## src/pdd_pkg.sv

```systemverilog
// pdd_pkg: constants, encodings and carrier types of the clock generator control block.
// assumes a single system clock; every other clock is a sampled level.
package pdd_pkg;

  // width of period and phase counters
  localparam int CNT_W = 16;
  localparam logic [CNT_W-1:0] CNT_MAX = 16'hFFFF;
  localparam logic [CNT_W-1:0] CNT_ZERO = 16'h0000;
  localparam logic [CNT_W-1:0] CNT_ONE = 16'h0001;

  // phase steps per generated period, as a shift
  localparam int STEP_SHIFT = 3;

  // feedback source encodings
  localparam logic [1:0] FB_INTERNAL = 2'h0;
  localparam logic [1:0] FB_NET = 2'h1;
  localparam logic [1:0] FB_USER = 2'h2;

  // delay source select levels
  localparam logic SRC_PINS = 1'h1;
  localparam logic SRC_FUSES = 1'h0;

  // delay control carrier
  typedef struct packed {
    logic zero;
    logic lag;
    logic [2:0] value;
  } pdd_delay_s;

  localparam pdd_delay_s DELAY_RESET = 5'h10;

  // lock sequencer
  typedef enum logic [2:0] {
    ST_IDLE = 3'h1,
    ST_ACQ = 3'h2,
    ST_LOCKED = 3'h4
  } pdd_lock_e;

endpackage : pdd_pkg

```

## src/pdd_pll_ctrl.sv

```systemverilog
// pdd_pll_ctrl: digital model of a phase-locked clock generator with run-time delay control.
// assumes reference and feedback clocks are levels synchronous to CLK_SYS and far slower.
//
// Overview of operation
// - divider reset input high holds the reference input divider in reset
// - lock output goes high once generated clock has locked to reference
// - feedback comes from internal unshifted clock, its clock net, or user pin
// - unshifted output clock carries no phase shift from the generated clock
// - shifted output clock carries the configured phase shift and duty cycle
// - divided output clock passes through a secondary divider
// - source select high: delay from pins; low: delay from fuses
// - in dynamic mode zero input high forces zero delay, low applies delay
// - in dynamic mode lag/lead input high gives lag, low gives lead
// - zero status output shows the zero condition in effect
// - lag/lead status output shows the direction in effect
`timescale 1ns/1ps

module pdd_pll_ctrl #(
  parameter int IN_DIV = 1,
  parameter int SEC_DIV = 2,
  parameter int LOCK_COUNT = 4,
  parameter int LOCK_TOL = 4,
  parameter logic FUSE_ZERO = 1'h0,
  parameter logic FUSE_LAG = 1'h0,
  parameter logic [2:0] FUSE_DELAY = 3'h0,
  parameter logic [3:0] FUSE_DUTY = 4'h4
) (
  input wire logic CLK_SYS,
  input wire logic RESET,
  input wire logic REFERENCE_CLOCK_IN,
  input wire logic FEEDBACK_CLOCK_IN,
  input wire logic [1:0] FEEDBACK_SELECT,
  input wire logic DIVIDER_RESET,
  input wire logic DELAY_SOURCE_SELECT,
  input wire logic DELAY_ZERO_IN,
  input wire logic DELAY_LAG_LEAD_IN,
  input wire logic [2:0] DELAY_VALUE_IN,
  output logic UNSHIFTED_CLOCK_OUT,
  output logic SHIFTED_CLOCK_OUT,
  output logic DIVIDED_CLOCK_OUT,
  output logic LOCK_STATUS_OUT,
  output logic DELAY_ZERO_STATUS_OUT,
  output logic DELAY_LAG_LEAD_STATUS_OUT,
  output logic [2:0] DELAY_VALUE_OUT
);

  localparam int W = pdd_pkg::CNT_W;

  if (IN_DIV < 1 || IN_DIV > 255 || SEC_DIV < 2 || SEC_DIV > 510 || (SEC_DIV % 2) != 0 ||
      LOCK_COUNT < 1 || LOCK_COUNT > 255 || LOCK_TOL < 0 || LOCK_TOL > 255 ||
      FUSE_DUTY == 4'h0 || FUSE_DUTY > 4'h7) begin : g_bad_params
    $error("pdd_pll_ctrl: unsupported parameter value");
  end

  localparam logic [7:0] IN_DIV_LAST = 8'(IN_DIV - 1);
  localparam logic [7:0] SEC_HALF_LAST = 8'(SEC_DIV / 2 - 1);
  localparam logic [7:0] LOCK_LAST = 8'(LOCK_COUNT - 1);
  localparam logic [W-1:0] TOL = W'(LOCK_TOL);
  localparam pdd_pkg::pdd_delay_s FUSE_CFG = '{zero: FUSE_ZERO, lag: FUSE_LAG, value: FUSE_DELAY};

  // position of a counter moved by an offset around a ring of length per
  function automatic logic [W-1:0] ring_pos(input logic [W-1:0] cnt, input logic [W-1:0] off,
                                            input logic [W-1:0] per, input logic lag);
    logic [W:0] sum;
    sum = '0;
    if (lag) begin
      ring_pos = (cnt >= off) ? cnt - off : W'({1'b0, cnt} + {1'b0, per} - {1'b0, off});
    end else begin
      sum = {1'b0, cnt} + {1'b0, off};
      ring_pos = (sum >= {1'b0, per}) ? W'(sum - {1'b0, per}) : sum[W-1:0];
    end
  endfunction : ring_pos

  // absolute difference of two counts, tested against the tolerance
  function automatic logic near(input logic [W-1:0] a, input logic [W-1:0] b);
    near = ((a >= b) ? a - b : b - a) <= TOL;
  endfunction : near

  //////////////////////////////////////////////////////////////////////////////
  // reference edge, input divider and period measurement

  logic ref_d_r, ref_d_nxt;
  logic [7:0] div_cnt_r, div_cnt_nxt;
  logic [W-1:0] per_cnt_r, per_cnt_nxt;
  logic [W-1:0] ref_per_r, ref_per_nxt;
  logic ref_tick;
  logic ref_timeout;

  always_comb begin
    ref_d_nxt = REFERENCE_CLOCK_IN;
    div_cnt_nxt = div_cnt_r;
    per_cnt_nxt = per_cnt_r;
    ref_per_nxt = ref_per_r;
    ref_tick = 1'b0;
    ref_timeout = (per_cnt_r == pdd_pkg::CNT_MAX);
    if (DIVIDER_RESET) begin
      div_cnt_nxt = 8'h00;
      per_cnt_nxt = pdd_pkg::CNT_ZERO;
    end else begin
      if (!ref_timeout && per_cnt_r != pdd_pkg::CNT_ZERO) begin
        per_cnt_nxt = per_cnt_r + pdd_pkg::CNT_ONE;
      end
      if (REFERENCE_CLOCK_IN && !ref_d_r) begin
        if (div_cnt_r >= IN_DIV_LAST) begin
          div_cnt_nxt = 8'h00;
          ref_tick = 1'b1;
          per_cnt_nxt = pdd_pkg::CNT_ONE;
          ref_per_nxt = ref_timeout ? pdd_pkg::CNT_ZERO : per_cnt_r;
        end else begin
          div_cnt_nxt = div_cnt_r + 8'h01;
        end
      end
    end
  end

  always_ff @(posedge CLK_SYS or posedge RESET) begin
    if (RESET) begin
      ref_d_r <= 1'b0;
      div_cnt_r <= 8'h00;
      per_cnt_r <= pdd_pkg::CNT_ZERO;
      ref_per_r <= pdd_pkg::CNT_ZERO;
    end else begin
      ref_d_r <= ref_d_nxt;
      div_cnt_r <= div_cnt_nxt;
      per_cnt_r <= per_cnt_nxt;
      ref_per_r <= ref_per_nxt;
    end
  end

  //////////////////////////////////////////////////////////////////////////////
  // feedback selection and edge age

  logic gen_clk;
  logic fb_src;
  logic fb_d_r, fb_d_nxt;
  logic [W-1:0] fb_age_r, fb_age_nxt;

  always_comb begin
    case (FEEDBACK_SELECT)
      pdd_pkg::FB_INTERNAL: fb_src = gen_clk;
      pdd_pkg::FB_NET: fb_src = UNSHIFTED_CLOCK_OUT;
      default: fb_src = FEEDBACK_CLOCK_IN;
    endcase
    fb_d_nxt = fb_src;
    if (fb_src && !fb_d_r) begin
      fb_age_nxt = pdd_pkg::CNT_ZERO;
    end else if (fb_age_r != pdd_pkg::CNT_MAX) begin
      fb_age_nxt = fb_age_r + pdd_pkg::CNT_ONE;
    end else begin
      fb_age_nxt = fb_age_r;
    end
  end

  always_ff @(posedge CLK_SYS or posedge RESET) begin
    if (RESET) begin
      fb_d_r <= 1'b0;
      fb_age_r <= pdd_pkg::CNT_MAX;
    end else begin
      fb_d_r <= fb_d_nxt;
      fb_age_r <= fb_age_nxt;
    end
  end

  //////////////////////////////////////////////////////////////////////////////
  // lock sequencer and generated clock phase

  pdd_pkg::pdd_lock_e st_r, st_nxt;
  logic [7:0] good_r, good_nxt;
  logic [W-1:0] gen_per_r, gen_per_nxt;
  logic [W-1:0] gen_cnt_r, gen_cnt_nxt;
  logic tick_ok;
  logic gen_run;

  always_comb begin
    tick_ok = near(ref_per_nxt, gen_per_r) &&
              (fb_age_r <= TOL || near(fb_age_r, gen_per_r));
    gen_run = (gen_per_r > pdd_pkg::CNT_ONE);
    st_nxt = st_r;
    good_nxt = good_r;
    gen_per_nxt = gen_per_r;
    if (!gen_run || gen_cnt_r >= gen_per_r - pdd_pkg::CNT_ONE) begin
      gen_cnt_nxt = pdd_pkg::CNT_ZERO;
    end else begin
      gen_cnt_nxt = gen_cnt_r + pdd_pkg::CNT_ONE;
    end
    if (DIVIDER_RESET || ref_timeout) begin
      st_nxt = pdd_pkg::ST_IDLE;
      good_nxt = 8'h00;
    end else if (ref_tick) begin
      case (st_r)
        pdd_pkg::ST_IDLE: begin
          if (ref_per_nxt > pdd_pkg::CNT_ONE) begin
            st_nxt = pdd_pkg::ST_ACQ;
            gen_per_nxt = ref_per_nxt;
            gen_cnt_nxt = pdd_pkg::CNT_ZERO;
          end
        end
        pdd_pkg::ST_ACQ: begin
          if (tick_ok) begin
            good_nxt = good_r + 8'h01;
            if (good_r >= LOCK_LAST) begin
              st_nxt = pdd_pkg::ST_LOCKED;
            end
          end else begin
            good_nxt = 8'h00;
            gen_per_nxt = ref_per_nxt;
            gen_cnt_nxt = pdd_pkg::CNT_ZERO;
          end
        end
        pdd_pkg::ST_LOCKED: begin
          if (!tick_ok) begin
            st_nxt = pdd_pkg::ST_ACQ;
            good_nxt = 8'h00;
            gen_per_nxt = ref_per_nxt;
            gen_cnt_nxt = pdd_pkg::CNT_ZERO;
          end
        end
        default: begin
          st_nxt = pdd_pkg::ST_IDLE;
          good_nxt = 8'h00;
        end
      endcase
    end
    gen_clk = gen_run && (gen_cnt_r < (gen_per_r >> 1));
  end

  always_ff @(posedge CLK_SYS or posedge RESET) begin
    if (RESET) begin
      st_r <= pdd_pkg::ST_IDLE;
      good_r <= 8'h00;
      gen_per_r <= pdd_pkg::CNT_ZERO;
      gen_cnt_r <= pdd_pkg::CNT_ZERO;
    end else begin
      st_r <= st_nxt;
      good_r <= good_nxt;
      gen_per_r <= gen_per_nxt;
      gen_cnt_r <= gen_cnt_nxt;
    end
  end

  //////////////////////////////////////////////////////////////////////////////
  // delay source, output clocks and status

  pdd_pkg::pdd_delay_s eff;
  pdd_pkg::pdd_delay_s dly_r, dly_nxt;
  logic [W-1:0] step;
  logic [W-1:0] offset;
  logic [W-1:0] high_len;
  logic [W-1:0] shift_pos;
  logic unsh_r, unsh_nxt;
  logic shft_r, shft_nxt;
  logic div_clk_r, div_clk_nxt;
  logic [7:0] sec_cnt_r, sec_cnt_nxt;
  logic lock_r, lock_nxt;

  always_comb begin
    if (DELAY_SOURCE_SELECT == pdd_pkg::SRC_PINS) begin
      eff.zero = DELAY_ZERO_IN;
      eff.lag = DELAY_LAG_LEAD_IN;
      eff.value = DELAY_VALUE_IN;
    end else begin
      eff = FUSE_CFG;
    end
    dly_nxt = eff;
    step = gen_per_r >> pdd_pkg::STEP_SHIFT;
    offset = eff.zero ? pdd_pkg::CNT_ZERO : W'(step * eff.value);
    high_len = W'(step * FUSE_DUTY);
    shift_pos = ring_pos(gen_cnt_r, offset, gen_per_r, eff.lag);
    unsh_nxt = gen_clk;
    shft_nxt = gen_run && (shift_pos < high_len);
    sec_cnt_nxt = sec_cnt_r;
    div_clk_nxt = div_clk_r;
    if (gen_clk && !unsh_r) begin
      if (sec_cnt_r >= SEC_HALF_LAST) begin
        sec_cnt_nxt = 8'h00;
        div_clk_nxt = !div_clk_r;
      end else begin
        sec_cnt_nxt = sec_cnt_r + 8'h01;
      end
    end
    lock_nxt = (st_nxt == pdd_pkg::ST_LOCKED);
  end

  always_ff @(posedge CLK_SYS or posedge RESET) begin
    if (RESET) begin
      dly_r <= pdd_pkg::DELAY_RESET;
      unsh_r <= 1'b0;
      shft_r <= 1'b0;
      div_clk_r <= 1'b0;
      sec_cnt_r <= 8'h00;
      lock_r <= 1'b0;
    end else begin
      dly_r <= dly_nxt;
      unsh_r <= unsh_nxt;
      shft_r <= shft_nxt;
      div_clk_r <= div_clk_nxt;
      sec_cnt_r <= sec_cnt_nxt;
      lock_r <= lock_nxt;
    end
  end

  assign UNSHIFTED_CLOCK_OUT = unsh_r;
  assign SHIFTED_CLOCK_OUT = shft_r;
  assign DIVIDED_CLOCK_OUT = div_clk_r;
  assign LOCK_STATUS_OUT = lock_r;
  assign DELAY_ZERO_STATUS_OUT = dly_r.zero;
  assign DELAY_LAG_LEAD_STATUS_OUT = dly_r.lag;
  assign DELAY_VALUE_OUT = dly_r.value;

endmodule : pdd_pll_ctrl

```

## config.mk

```make
export PLATFORM = sky130hd
export DESIGN_NAME = pdd_pll_ctrl
export DESIGN_NICKNAME = d
export VERILOG_FILES = /design/src/pdd_pkg.sv /design/src/pdd_pll_ctrl.sv
export SDC_FILE = /design/constraint.sdc
export NUM_CORES = 1
export LEC_CHECK = 0
export ABC_CLOCK_PERIOD_IN_PS = 10150
export BUFFER_PORTS_ARGS = -buffer_cell sky130_fd_sc_hd__buf_2
export CELL_PAD_IN_SITES_DETAIL_PLACEMENT = 1
export CELL_PAD_IN_SITES_GLOBAL_PLACEMENT = 1
export CORE_MARGIN = 3
export CORE_UTILIZATION = 50
export CTS_CLUSTER_SIZE = 14
export DETAILED_ROUTE_END_ITERATION = 6
export GPL_ROUTABILITY_DRIVEN = 0
export GPL_TIMING_DRIVEN = 0
export PLACE_DENSITY_LB_ADDON = 0.2
export SETUP_SLACK_MARGIN = 0.15
export SYNTH_ARGS = -nofsm -noshare
export SYNTH_HDL_FRONTEND = slang
export SYNTH_SLANG_ARGS = --single-unit
```

## constraint.sdc

```tcl
create_clock -name CLK_SYS -period 10.15 [get_ports CLK_SYS]
set_input_delay 1.5225 -clock CLK_SYS [delete_from_list [all_inputs] [get_ports CLK_SYS]]
set_output_delay 1.5225 -clock CLK_SYS [all_outputs]
set_load 0.005 [all_outputs]
```

* Yosys cells after proc, flatten, opt, wreduce, memory -nomap -nowiden *
Cells that the tools add are included.

storage, ports and cells
  output and inout bits = 9
  register bits = 118
  word-level logic and storage cells = 134
  bits of input ports = 13

operators by class
  bitwise logic cells = 1
  eq/ne operators = 11
  add/subtract/negate cells = 16
  mux-type cells = 46
  reductions and logical operators = 26
  order comparisons = 15
  $mul = 1

operators with widths
  cell                   number
  $mux 16                23
  $sub 16x16->16         7
  $ge 16x16->1           4
  $mux 8                 8
  $pmux 16 s2            2
  $add 16x1->16 const B  3
  $le 16x3->1 const B    3
  $gt 16x1->1 const B    2
  $lt 16x15->1           2
  $add 8x1->8 const B    3
  $pmux 8 s3             1
  $mux 3                 6
  $add 16x16->17         1
  $ge 17x16->1           1
  $add 16x16->16         1
  $eq 16x16->1 const B   1
  $ge 8x1->1 const B     2
  $mul 13x3->16          1
  $ne 16x16->1 const B   1
  $reduce_bool 16->1     1
  $sub 16x1->16 const B  1
  $pmux 3 s3             1
  $ge 8x2->1 const B     1
  $reduce_bool 2->1      4
  other kinds (18)       36

* Logic depth before layout (Yosys ltp) *
  depth after elaboration = 14
  gate-level depth with buffers = 41
  depth with buffers taken out = 40

* Worst setup path after synthesis *
No wires, ideal clock.

  path kind = input to register
  from = in DELAY_VALUE_IN[1]
  to = reg shft_r, in the netlist SHIFTED_CLOCK_OUT
  stages on the path = 39
  data arrival time = 8.655 ns
  buffers on the path = 1
  data required time = 10.056 ns
  path slack = 1.401 ns
  setup time = 0.094 ns
  path through = and2_1 > clkbuf_1 > nand2_1 > fa_1 > inv_1 > ha_1 > fa_1 > a21o_1 > a21oi_1 > o21bai_1 > a21oi_1 > o21bai_1 > a21oi_1 > o21bai_1 > a21oi_1 > o21ai_0 > xor2_1 > nand2_1 > [... 3 more ...] > o31ai_1 > xor2_1 > ha_1 > nand2_1 > or4_1 > nor2_1 > a2111oi_4 > nand2_1 > mux2i_1 > a21oi_1 > ha_1 > a21o_1 > a21o_1 > a21oi_1 > o211ai_1 > nand4_1 > nand2_1 > a211oi_1

RTL lines
  item                  line                 source
  start, declared       pdd_pll_ctrl.sv:37   input wire logic [2:0] DELAY_VALUE_IN,
  end signal, assigned  pdd_pll_ctrl.sv:295  shft_r <= shft_nxt;
  end, declared         pdd_pll_ctrl.sv:251  logic shft_r, shft_nxt;

==> results.ini <==
[finish]
final_nets = 1958
syn2layout_area_growth_pct = 7.167
register_area_um2 = 2575
multi_input_combinational_cell_area_um2 = 10060
antenna_cells = 0
post_route_utilization_pct = 54.96
post-route-cell-area_um2 = 14440
fraction_of_layout_instances_using_a_drive_strength_above_1_pct = 6.982
fillCellCount = 3293

[timing]
setup_viol_count_final = 0
post-route-worst-setup-slack_ns = 0.7117
finalHoldViolations = 0
fin_crit_ns = 9.438
worst_slew_pin_slew_ns = 1.079
finalCritPeriodShare_pct = 92.99
slew_headroom_pct = 28.09
finalClockSkew_ns = 0.02347
report.final.slew_viol_count = 0
fmax_ghz = 0.1060
rsz_0062_raised_after_global_routing = false

[synthesis]
synth_seq_cells = 102
netlist_area_before_placement_um2 = 13480
synth_area_leader_cell = ha_1
synthArstFlopShare_pct = 100.0
yosysUniqueCellTypes = 78
synth_top_area_share_pct = 17.64
synth_warnings = 0
sequential_to_total_area_share_from_yosys_stat_pct = 19.11
syn_inst = 1689
synth_area_leaders = ha_1, dfrtp_1, xnor2_1
synth_nets = 1919
ys_dominant_reg_cell = dfrtp_1
synth_enable_flop_cells = 0
post_synth.cell_area_avg_um2 = 7.980

[worst_setup_path]
r2r_slack_ns = 1.67
worstReg2RegStart = gen_per_r[5]
critPathLaunchType = input port
critPathKind = input port to register
path_max_fanout = 10
critical_path_startpoint = DELAY_SOURCE_SELECT
critical_path.top_delay_family = compound AO/OA/AOI/OAI gates
setup.worst_path.end_class = register
data_required_critical_path_ns = 10.40
crit_path_dat_ns = 9.69
cp_slowest_cell = fa_1
reg2reg_depth = 37
critPathBufInv = 4
critical_path.max_stage_delay_ns = 0.53
worstSetupPathDepth = 40

[clock_tree]
clk_pin_slew_ns = 0.10
cts_max_level = 3
worst_skew_pair.late_latency_ns = 0.37
cts_tree = built
cts_buffers = 9
sinks_on_the_clock_net = 102
clock_tree.root_cell = clkbuf_16
cts-root-to-sink-buffers = 2

[job]
drv_cap = 0

[floorplan]
starting_utilization_of_the_core_area_pct = 51.29
placeableCoreArea_um2 = 26280
die_x_um = 170.2
fp.dieArea_um2 = 28960
rows = 59
die_height_um = 170.2
design.portCount = 22

[routing]
drt_first_pass_iters = 5
drc_errors = 0
drtIter0Drc = 826
drt-total-wl_um = 45960
drt.antenna.violating_nets = 0
routed_wire_length_per_instance_um = 22.22
vias = 12939
post_drt_via_cell_ratio = 6.257

[worst_hold_path]
hp-class = register to register
worst_hold_startpoint = DIVIDED_CLOCK_OUT
whs_path_depth = 1

[power]
max-vdd-ir-drop_uv = 322.8
post-layout-total-power_mw = 4.761
p_leak_nw = 6.699
power.density_cell_area_nw_per_um2 = 329.6

[place]
detailedPlace.worstSlack_ns = -0.8463
post_dp_cell_area_um2 = 14020
io_buffer_count = 21
hpwl_um = 35750

[global_route]
track_usage_pct = 31.76
global_route.overflow_total = 0
grt_start_max_net_pins = 64
initial_antenna_violation_count = 0
wire_length_of_the_first_global_routing_pass_um = 73020
via_count_of_the_first_global_routing_pass = 13330

[run_status]
status = finished, final reports clean

## final cells by class
type / instances / area share (%)
plain buffers: 58 / 1.776
clock buffers: 9 / 1.559
clock inverters: 7 / 0.6150
inverters: 171 / 4.461
multi-input cells: 1358 / 69.68
flip-flops and latches: 102 / 17.83
well taps: 335 / 2.902
repair buffers: 28 / 1.178
## cells in the final DEF, fill, tap and decap left out, drive strengths merged, types with 6 or more instances in the layout
cell type / count
o211ai: 7
nand3: 57
o21bai: 13
nand2b: 20
nor2: 134
mux2i: 34
and3: 20
xnor2: 92
and2: 17
xor2: 35
nor3: 60
inv: 173
a21oi: 108
dfrtp: 84
a211oi: 30
o21ai: 59
a2111oi: 15
clkbuf: 58
nand2: 144
nand3b: 7
nor4: 19
or2: 6
or3: 21
and4: 9
nand4: 33
fa: 27
nor2b: 19
a31oi: 14
ha: 190
a221oi: 9
dfstp: 18
o31ai: 18
or4: 8
buf: 37
a21o: 35
a31o: 7
a311oi: 6
a21boi: 9
o21a: 19
## what timing repair did
item | 4_1_cts | 5_1_grt
pin swaps | 1 | 4
hold buffers | 0 | 0
setup endpoints to repair | 1 | 1
gates resized for setup | 6 | 13
endpoints found under the hold margin | 0 | 0
buffers inserted | 0 | 5
## sequential cells by signal, indices dropped and copies added (netlist names), 3 cells and up
name             flops
gen_per_r           16
fb_age_r            16
good_r               8
ref_per_r           16
st_r                 3
per_cnt_r           16
gen_cnt_r           16
DELAY_VALUE_OUT      3
## cell usage after synthesis (all sizes together) (13+ instances only)
library cell,instances
o31ai,18
inv,171
a21oi,108
or3,21
ha,190
dfstp,18
xnor2,92
and3,20
a31oi,14
nor3,60
nor4,19
and2,17
nand2b,20
nor2,134
xor2,35
nor2b,19
a21o,35
a2111oi,15
a211oi,30
o21ai,59
nand2,144
dfrtp,84
nand3,57
clkbuf,49
o21bai,13
fa,27
nand4,33
o21a,19
mux2i,34
## power breakdown
part | leakage [nW] | total [mW] | internal (mW) | switching [mW]
sequential | 1.29 | 0.654 | 0.472 | 0.181
clock | 0.152 | 0.377 | 0.178 | 0.199
combinational | 5.26 | 3.73 | 1.47 | 2.26
total | 6.70 | 4.76 | 2.12 | 2.64
## logic make-up (layout without fill, tap and decap cells)
kind of cell | Yosys count | in the layout | synth area share (%)
XOR/XNOR | 127 | 127 | 8.253
AO/OA/AOI/OAI | 393 | 393 | 19.72
multiplexers | 36 | 36 | 2.692
buffers and inverters | 229 | 273 | 6.619
AND/OR/NAND/NOR | 585 | 585 | 21.96
adder cells (fa/ha/maj) | 217 | 217 | 21.65
flip-flops | 102 | 102 | 19.11
## final timing paths
kind,endpoint
min in group asynchronous,good_r[0]
hold reg to reg,DIVIDED_CLOCK_OUT
setup / recovery,SHIFTED_CLOCK_OUT
max in group asynchronous,fb_age_r[7]
hold / removal,DIVIDED_CLOCK_OUT
setup reg to reg,SHIFTED_CLOCK_OUT
## per-stage QoR
| step | setup TNS, ns | hold WS, ns | std cells |
|---|---|---|---|
| floorplan | 0 | 0.4594 | 1689 |
| global placement | -0.5097 | 0.4508 | 2045 |
| detailed placement | -0.8463 | 0.4524 | 2046 |
| CTS | 0 | 0.4700 | 2062 |
| global route | 0 | 0.4941 | 2068 |
| finish | 0 | 0.4657 | 2068 |
## routing by layer
layer	global-route usage [%]	vias to the layer above	wire length, µm
met5	0	-	0
met4	13.62	0	1990
met3	2.578	106	1704
met2	52.95	332	21670
met1	42.44	6421	20590
li1	-	6080	-
Power figures use the tool's default switching activity.
